File: config.mk
export PLATFORM = sky130hd
export DESIGN_NAME = ebs_handoff
export DESIGN_NICKNAME = d
export VERILOG_FILES = /design/src/hw/ebs_pkg.sv /design/src/hw/ebs_sync2.sv /design/src/hw/ebs_handoff.sv
export SDC_FILE = /design/constraint.sdc
export NUM_CORES = 1
export LEC_CHECK = 0
export ABC_AREA = 1
export BUFFER_PORTS_ARGS = -buffer_cell sky130_fd_sc_hd__buf_2
export CAP_MARGIN = 5
export CORE_UTILIZATION = 50
export DETAILED_ROUTE_END_ITERATION = 6
export HOLD_SLACK_MARGIN = 0.12
export PLACE_DENSITY = 0.8
export SETUP_SLACK_MARGIN = 0.1
export SLEW_MARGIN = 0
export SYNTH_ARGS = -nofsm -noshare
export SYNTH_HDL_FRONTEND = slang
export SYNTH_SLANG_ARGS = --single-unit
File: constraint.sdc
create_clock -name core_clk -period 3 [get_ports core_clk]
set_clock_uncertainty 0.05 [all_clocks]
set_input_delay 0.3 -clock core_clk [delete_from_list [all_inputs] [get_ports core_clk]]
set_output_delay 0.3 -clock core_clk [all_outputs]
set_load 0.02 [all_outputs]
File: src/hw/ebs_pkg.sv
// Purpose: Shared constants and types for the external bus select block
// Assumes: 32-bit external data, 22-bit word address, six memory banks
// Notes:   Strap codes and pin idle levels live here only
package ebs_pkg;

    localparam int          EBS_NUM_BANKS   = 6;
    localparam int          EBS_ADDR_W      = 22;
    localparam int          EBS_DATA_W      = 32;
    localparam int          EBS_BE_W        = 4;
    localparam int          EBS_ACCESS_CYC  = 2;

    // Boot bank width strap codes
    localparam logic [1:0]  EBS_STRAP_RSVD  = 2'h0;
    localparam logic [1:0]  EBS_STRAP_BYTE  = 2'h1;
    localparam logic [1:0]  EBS_STRAP_HALF  = 2'h2;
    localparam logic [1:0]  EBS_STRAP_WORD  = 2'h3;

    // Reset and idle pin levels
    localparam logic [5:0]  EBS_CS_IDLE     = 6'h3F;
    localparam logic [3:0]  EBS_WBE_IDLE    = 4'hF;
    localparam logic        EBS_STROBE_IDLE = 1'h1;
    localparam logic        EBS_LITTLE_RST  = 1'h0;

    typedef enum logic [1:0] {
        EBS_W_BYTE = 2'h0,
        EBS_W_HALF = 2'h1,
        EBS_W_WORD = 2'h2
    } ebs_width_type;

    typedef enum logic [1:0] {
        EBS_K_ROM   = 2'h0,
        EBS_K_DRAM  = 2'h1,
        EBS_K_SDRAM = 2'h2
    } ebs_kind_type;

    typedef enum logic [3:0] {
        EBS_ST_IDLE   = 4'h1,
        EBS_ST_ACCESS = 4'h2,
        EBS_ST_FLOAT  = 4'h4,
        EBS_ST_GRANT  = 4'h8
    } ebs_state_type;

    typedef struct packed {
        logic                    write;
        ebs_kind_type            kind;
        logic [2:0]              bank;
        logic [EBS_BE_W-1:0]     be;
        logic [EBS_ADDR_W-1:0]   addr;
        logic [EBS_DATA_W-1:0]   wdata;
    } ebs_req_type;

endpackage : ebs_pkg

File: src/hw/ebs_sync2.sv
// Purpose: Two flip-flop synchroniser for pin inputs
// Assumes: Inputs are quasi-static or slow against core_clk
// Notes:   First stage feeds only the second stage
`timescale 1ns/1ps
module ebs_sync2 import ebs_pkg::*; #(
    parameter int         W         = 1,
    parameter logic [W-1:0] RST_VAL = '0
) (
    input  wire logic         core_clk,
    input  wire logic         rst_b,
    input  wire logic [W-1:0] async_in,
    output logic      [W-1:0] sync_out
);

    logic [W-1:0] meta_r;
    logic [W-1:0] meta_nxt;
    logic [W-1:0] sync_r;
    logic [W-1:0] sync_nxt;

    always_comb begin
        meta_nxt = rst_b ? async_in : RST_VAL;
        sync_nxt = rst_b ? meta_r : RST_VAL;
    end

    always_ff @(posedge core_clk) begin
        meta_r <= meta_nxt;
        sync_r <= sync_nxt;
    end

    assign sync_out = sync_r;

endmodule : ebs_sync2

File: src/hw/ebs_handoff.sv
// Purpose: External memory bank selects, strobes, straps and bus handoff
// Assumes: One access at a time from the core; straps static after reset
// Notes:   bus_drive_en low floats every external bus pin
// Function
// One active-low chip select per ROM/SRAM/flash bank, six banks.
// Boot bank width from strap: 01 byte, 10 half, 11 word, 00 reserved.
// Output enable driven low to selected memory during accesses; the code drives it low on reads only, high on writes.
// Byte write enables on non-DRAM writes; DRAM writes use DRAM write enable.
// Byte write enables act as SDRAM data masks on SDRAM accesses.
// External master request floats all external bus pins.
// External master refreshes DRAM itself while it holds the bus.
// Request dropped: acknowledge goes low and device retakes the bus.
// Endian strap high selects little-endian, low big-endian by default.
// Acknowledge goes high once pins are floated for a request.
`timescale 1ns/1ps
module ebs_handoff import ebs_pkg::*; #(
    parameter int ACCESS_CYCLES = EBS_ACCESS_CYC
) (
    input  wire logic                  core_clk,
    input  wire logic                  rst_b,
    input  wire logic                  acc_valid,
    output logic                       acc_ready,
    input  wire ebs_req_type           acc_req,
    output logic [EBS_DATA_W-1:0]      rd_data,
    output logic                       rd_valid,
    output logic [EBS_NUM_BANKS-1:0]   bank_chip_select_n,
    output logic                       output_enable_n,
    output logic [EBS_BE_W-1:0]        byte_write_enable_n,
    output logic                       dram_write_enable_n,
    output logic [EBS_ADDR_W-1:0]      addr_out,
    output logic [EBS_DATA_W-1:0]      xdata_out,
    output logic                       xdata_oe,
    input  wire logic [EBS_DATA_W-1:0] xdata_in,
    output logic                       bus_drive_en,
    input  wire logic                  ext_master_request,
    output logic                       ext_master_acknowledge,
    input  wire logic [1:0]            boot_bank_width_strap,
    input  wire logic                  little_endian_strap,
    output ebs_width_type              boot_bank_width,
    output logic                       boot_width_reserved,
    output logic                       little_endian,
    output logic                       straps_valid
);

    localparam logic [7:0] CNT_LAST = 8'(ACCESS_CYCLES - 1);
    // Edges for the strap synchroniser to fill after release
    localparam logic [1:0] STRAP_FILL = 2'h2;

    function automatic logic [5:0] bank_dec(input logic [2:0] bank);
        bank_dec = (bank < 3'(EBS_NUM_BANKS)) ? 6'(6'h01 << bank) : 6'h00;
    endfunction : bank_dec

    function automatic logic [31:0] lane_swap(input logic [31:0] d,
                                              input logic        lil);
        lane_swap = lil ? {d[7:0], d[15:8], d[23:16], d[31:24]} : d;
    endfunction : lane_swap

    logic        mreq_s;
    logic [2:0]  strap_s;

    ebs_sync2 #(.W(1), .RST_VAL(1'h0)) u_sync_req (
        .core_clk (core_clk),
        .rst_b    (rst_b),
        .async_in (ext_master_request),
        .sync_out (mreq_s)
    );

    // Strap pull-down is in the pad; a floating pin arrives here low
    ebs_sync2 #(.W(3), .RST_VAL(3'h0)) u_sync_strap (
        .core_clk (core_clk),
        .rst_b    (rst_b),
        .async_in ({little_endian_strap, boot_bank_width_strap}),
        .sync_out (strap_s)
    );

    // Strap capture
    logic [1:0]    strap_cnt_r,  strap_cnt_nxt;
    logic          straps_ok_r,  straps_ok_nxt;
    ebs_width_type width_r,      width_nxt;
    logic          rsvd_r,       rsvd_nxt;
    logic          little_r,     little_nxt;

    always_comb begin
        strap_cnt_nxt = strap_cnt_r;
        straps_ok_nxt = straps_ok_r;
        width_nxt     = width_r;
        rsvd_nxt      = rsvd_r;
        little_nxt    = little_r;
        if (!rst_b) begin
            strap_cnt_nxt = 2'h0;
            straps_ok_nxt = 1'h0;
            width_nxt     = EBS_W_WORD;
            rsvd_nxt      = 1'h0;
            little_nxt    = EBS_LITTLE_RST;
        end else if (strap_cnt_r != STRAP_FILL) begin
            // Reset value still in the second stage until then
            strap_cnt_nxt = strap_cnt_r + 2'h1;
        end else if (!straps_ok_r) begin
            straps_ok_nxt = 1'h1;
            little_nxt    = strap_s[2];
            rsvd_nxt      = (strap_s[1:0] == EBS_STRAP_RSVD);
            case (strap_s[1:0])
                EBS_STRAP_BYTE: width_nxt = EBS_W_BYTE;
                EBS_STRAP_HALF: width_nxt = EBS_W_HALF;
                EBS_STRAP_WORD: width_nxt = EBS_W_WORD;
                default:        width_nxt = EBS_W_WORD;
            endcase
        end
    end

    always_ff @(posedge core_clk) begin
        strap_cnt_r <= strap_cnt_nxt;
        straps_ok_r <= straps_ok_nxt;
        width_r     <= width_nxt;
        rsvd_r      <= rsvd_nxt;
        little_r    <= little_nxt;
    end

    // Access and handoff machine
    ebs_state_type   state_r,  state_nxt;
    logic [7:0]      cnt_r,    cnt_nxt;
    ebs_req_type     req_r,    req_nxt;
    logic [5:0]      cs_n_r,   cs_n_nxt;
    logic            oe_n_r,   oe_n_nxt;
    logic [3:0]      wbe_n_r,  wbe_n_nxt;
    logic            dwe_n_r,  dwe_n_nxt;
    logic            xoe_r,    xoe_nxt;
    logic [31:0]     xdo_r,    xdo_nxt;
    logic [31:0]     rdat_r,   rdat_nxt;
    logic            rdv_r,    rdv_nxt;
    logic            ack_r,    ack_nxt;
    logic            drv_r,    drv_nxt;

    assign acc_ready = (state_r == EBS_ST_IDLE) && !mreq_s && straps_ok_r;

    always_comb begin
        state_nxt = state_r;
        cnt_nxt   = cnt_r;
        req_nxt   = req_r;
        cs_n_nxt  = cs_n_r;
        oe_n_nxt  = oe_n_r;
        wbe_n_nxt = wbe_n_r;
        dwe_n_nxt = dwe_n_r;
        xoe_nxt   = xoe_r;
        xdo_nxt   = xdo_r;
        rdat_nxt  = rdat_r;
        rdv_nxt   = 1'h0;
        ack_nxt   = ack_r;
        drv_nxt   = drv_r;
        case (state_r)
            EBS_ST_IDLE: begin
                if (mreq_s) begin
                    // Strobes are idle here, so floating is glitch free
                    drv_nxt   = 1'h0;
                    state_nxt = EBS_ST_FLOAT;
                end else if (acc_valid && acc_ready) begin
                    req_nxt   = acc_req;
                    cnt_nxt   = CNT_LAST;
                    state_nxt = EBS_ST_ACCESS;
                    if (acc_req.kind == EBS_K_ROM) begin
                        cs_n_nxt = ~bank_dec(acc_req.bank);
                    end
                    oe_n_nxt = acc_req.write;
                    case (acc_req.kind)
                        EBS_K_ROM:   wbe_n_nxt = acc_req.write ?
                                         ~acc_req.be : EBS_WBE_IDLE;
                        EBS_K_SDRAM: wbe_n_nxt = ~acc_req.be;
                        default:     wbe_n_nxt = EBS_WBE_IDLE;
                    endcase
                    dwe_n_nxt = !((acc_req.kind != EBS_K_ROM)
                                  && acc_req.write);
                    xoe_nxt   = acc_req.write;
                    xdo_nxt   = lane_swap(acc_req.wdata, little_r);
                end
            end
            EBS_ST_ACCESS: begin
                if (cnt_r == 8'h00) begin
                    rdat_nxt  = lane_swap(xdata_in, little_r);
                    rdv_nxt   = !req_r.write;
                    cs_n_nxt  = EBS_CS_IDLE;
                    oe_n_nxt  = EBS_STROBE_IDLE;
                    wbe_n_nxt = EBS_WBE_IDLE;
                    dwe_n_nxt = EBS_STROBE_IDLE;
                    xoe_nxt   = 1'h0;
                    state_nxt = EBS_ST_IDLE;
                end else begin
                    cnt_nxt = cnt_r - 8'h01;
                end
            end
            EBS_ST_FLOAT: begin
                ack_nxt   = 1'h1;
                state_nxt = EBS_ST_GRANT;
            end
            EBS_ST_GRANT: begin
                // Far master owns refresh while granted
                if (!mreq_s) begin
                    ack_nxt   = 1'h0;
                    drv_nxt   = 1'h1;
                    state_nxt = EBS_ST_IDLE;
                end
            end
            default: state_nxt = EBS_ST_IDLE;
        endcase
        if (!rst_b) begin
            state_nxt = EBS_ST_IDLE;
            cnt_nxt   = 8'h00;
            req_nxt   = '0;
            cs_n_nxt  = EBS_CS_IDLE;
            oe_n_nxt  = EBS_STROBE_IDLE;
            wbe_n_nxt = EBS_WBE_IDLE;
            dwe_n_nxt = EBS_STROBE_IDLE;
            xoe_nxt   = 1'h0;
            xdo_nxt   = 32'h0000_0000;
            rdat_nxt  = 32'h0000_0000;
            rdv_nxt   = 1'h0;
            ack_nxt   = 1'h0;
            drv_nxt   = 1'h1;
        end
    end

    always_ff @(posedge core_clk) begin
        state_r <= state_nxt;
        cnt_r   <= cnt_nxt;
        req_r   <= req_nxt;
        cs_n_r  <= cs_n_nxt;
        oe_n_r  <= oe_n_nxt;
        wbe_n_r <= wbe_n_nxt;
        dwe_n_r <= dwe_n_nxt;
        xoe_r   <= xoe_nxt;
        xdo_r   <= xdo_nxt;
        rdat_r  <= rdat_nxt;
        rdv_r   <= rdv_nxt;
        ack_r   <= ack_nxt;
        drv_r   <= drv_nxt;
    end

    assign bank_chip_select_n     = cs_n_r;
    assign output_enable_n        = oe_n_r;
    assign byte_write_enable_n    = wbe_n_r;
    assign dram_write_enable_n    = dwe_n_r;
    assign addr_out               = req_r.addr;
    assign xdata_out              = xdo_r;
    assign xdata_oe               = xoe_r && drv_r;
    assign bus_drive_en           = drv_r;
    assign ext_master_acknowledge = ack_r;
    assign rd_data                = rdat_r;
    assign rd_valid               = rdv_r;
    assign boot_bank_width        = width_r;
    assign boot_width_reserved    = rsvd_r;
    assign little_endian          = little_r;
    assign straps_valid           = straps_ok_r;
endmodule : ebs_handoff

==> metrics.yaml <==
status: "finished clean"
synth_top_family_by_area: "compound AO/OA/AOI/OAI gates"
drt_first_pass_iters: 5
portBuffers: 210
synth_area_per_cell_um2: 8.435
grtUsageMet1_pct: 33.97
clkPwrFrac_pct: 37.2
via_per_inst: 5.365
die_area_mm2: 0.01158
power_mw: 6.041
met3_usage_pct: 8.414
synthesis.area_mm2: 0.005575
nets: 1077
synth-seq-cells: 130
p_comb_share_pct: 27.6
die_h_um: 107.6
ant_nets: 0
synthAdderAreaFrac_pct: 1.122
antenna_found_initial: 1
cpMaxStageDelayCell: "dfxtp_4"
clock_path_buffers: 2
grt_overflow: 0
slowest_delay_ps: 730
grtUsageTotal_pct: 30.78
max_freq_ghz: 0.4255
startpoint_type: "flop"
cts_tree: "built"
rsz0062_at_grt: "false"
setup_viol: 0
finalMaxSlewViolations: 0
nFillCells: 694
grt_pass1_vias: 5850
rows: 38
synth-compound-area-share_pct: 16.76
cts_root_buf: "clkbuf_8"
whs_ps: 171.3
synth_xor_area_share_pct: 0
tightest_slew_ps: 915.2
drc: 0
finalSetupTns_ps: 0
relSlewSlack_pct: 38.98
ys_types: 25
final_util_pct: 77.98
yosys_warnings: 0
post_drt_wl_per_cell_um: 16.20
ir_drop_v: 0.0004627
arrival_ps: 2650
fp.dieW_um: 107.6
totalWireLength_um: 18170
p_per_area_mw_per_mm2: 714.7
grt_pass1_wl_um: 27950
syn_inst: 661
worstReg2RegStart: "little_endian$_SDFFE_PN0P_"
area_growth_syn_to_layout_pct: 51.62
critPathMaxFanout: 35
clock_latency_ps: 500
clk_pin_slew_worst_paths_ps: 60
io_pins: 211
htree_levels: 4
required_ps: 3300
critPathLaunch: "little_endian$_SDFFE_PN0P_"
worstSetupPathType: "flop to flop"
ys_seq_area_share_pct: 46.68
p_int_mw: 4.159
vias: 6020
switchingPower_mw: 1.883
crit_path_end_kind: "flop"
top_usage_layer: "met2"
path_cells: "buf_4 -> mux2i_1 -> dlygate4sd3_1 -> a21oi_1"
gr-usage-met2_pct: 54.40
hold_start: "acc_req[59]"
cts_buffers: 17
power_frac_seq_pct: 35.1
post-cts-setup-buffer-count: 0
hpwl_um: 9169
drt_iter0_markers: 605
cts.sinks: 130
place_congestion: 0.7904
period_needed_ps: 2350
core_mm2: 0.01084
drv_cap: 0
grt_max_degree: 77
hold_violations: 0
min_path_type: "input pin to flop"
initial_core_util_pct: 51.43
p_sw_share_pct: 31.16
muxShareOfSynthArea_pct: 11.49
drive_gt1_share_pct: 26.71
syn-num-nets: 769
finalCritPeriodShare_pct: 78.34
p_leak_nw: 3.912
synth_simple_gate_area_share_pct: 14.23
==> sequential cells by signal (all words and copies together) (netlist names), 4 cells and up <==
name / cells
addr_out: 22
bank_chip_select_n: 6
rd_data: 32
cnt_r: 8
state_r: 4
byte_write_enable_n: 4
xdata_out: 32
==> cells by family after synthesis <==
kind of cell | after synthesis
AND/OR/NAND/NOR | 182
AO/OA/AOI/OAI | 184
buffers and inverters | 96
multiplexers | 64
flip-flops | 130
adder cells (fa/ha/maj) | 5
==> path summary, 6_finish.rpt <==
path	end	slack, ps	cells past startpoint
max reg2reg	xdata_out[5]$_SDFFE_PN0P_	650	4
min	bank_chip_select_n[0]$_SDFFE_PN1P_	170	5
max	xdata_out[5]$_SDFFE_PN0P_	650	4
min reg2reg	u_sync_strap.sync_out[2]$_SDFF_PN0_	360	2
==> power by group through the flow <==
stage	registers (mW)	logic (mW)	clock network (mW)
2_1_floorplan	2.22	0.966	0
3_3_place_gp	2.14	1.33	0
3_5_place_dp	2.15	1.36	0
4_1_cts	2.11	1.60	2.27
5_1_grt	2.15	1.80	2.34
6_report	2.12	1.67	2.25
==> critical path, delay by kind of cell (launching register included) <==
family                 cells  cell delay (ps)
muxes                      1              270
AOI/OAI and AO/OA          1               80
buffers and inverters      2             1040
DFF                        1              730
==> what timing repair did <==
action | in CTS | in global routing
hold endpoints to repair | 101 | 0
hold buffers | 135 | 0
resized for setup | 0 | 0
==> cell type report <==
| type | count | area (µm²) | area share (%) |
|---|---|---|---|
| inverters | 34 | 130.1 | 1.539 |
| repair buffers | 351 | 2460 | 29.10 |
| clock inverters | 12 | 205.2 | 2.427 |
| clock buffers | 19 | 442.9 | 5.240 |
| flip-flops and latches | 130 | 2606 | 30.83 |
| well taps | 140 | 175.2 | 2.072 |
| multi-input cells | 435 | 2431 | 28.76 |
| diodes | 1 | 2.502 | 0.02960 |
==> stage by stage <==
| step | cell area [µm²] | instances | setup WS, ps |
|---|---|---|---|
| 2_1_floorplan | 5575 | 661 | 1532 |
| 3_3_place_gp | 6451 | 955 | 899.9 |
| 3_5_place_dp | 6451 | 955 | 830.1 |
| 4_1_cts | 8451 | 1121 | 804.8 |
| 5_1_grt | 8453 | 1122 | 530.3 |
| 6_report | 8453 | 1122 | 649.8 |
==> synthesized netlist by cell type, drive strengths merged <==
cell type  instances  share of area, %
a21oi             78               7.0
buf               46               6.3
clkbuf            16               1.1
dfxtp            130                47
ha                 5               1.1
inv               34               2.3
mux2i             64                11
nand2             49               3.4
nand3             41               3.7
nand3b             1              0.36
nand4              4              0.45
nor2              82               5.9
nor3               4              0.36
o211ai             1              0.13
o21ai            105               9.6
or2                1              0.11
==> cells in the final DEF (no fill, tap or decap), types with 5 or more instances in the layout <==
master | Yosys | routed
buf_2 | 11 | 210
dlygate4sd3_1 | 0 | 135
dfxtp_1 | 130 | 129
o21ai_0 | 83 | 83
a21oi_1 | 78 | 78
nor2_1 | 76 | 76
mux2i_1 | 64 | 64
nand2_1 | 47 | 47
nand3_1 | 41 | 41
inv_1 | 30 | 30
o21ai_1 | 21 | 21
clkbuf_16 | 0 | 17
nor2_2 | 5 | 5
ha_1 | 5 | 5
bufinv_16 | 0 | 5
buf_4 | 26 | 5
==> per-layer routing <==
layer	vias to the layer above	wire length (µm)
li1	2855	-
met2	308	9174
met1	2794	6866
met3	63	1520
met4	0	610
met5	-	0
No activity file was read; power rests on OpenSTA's default activity.
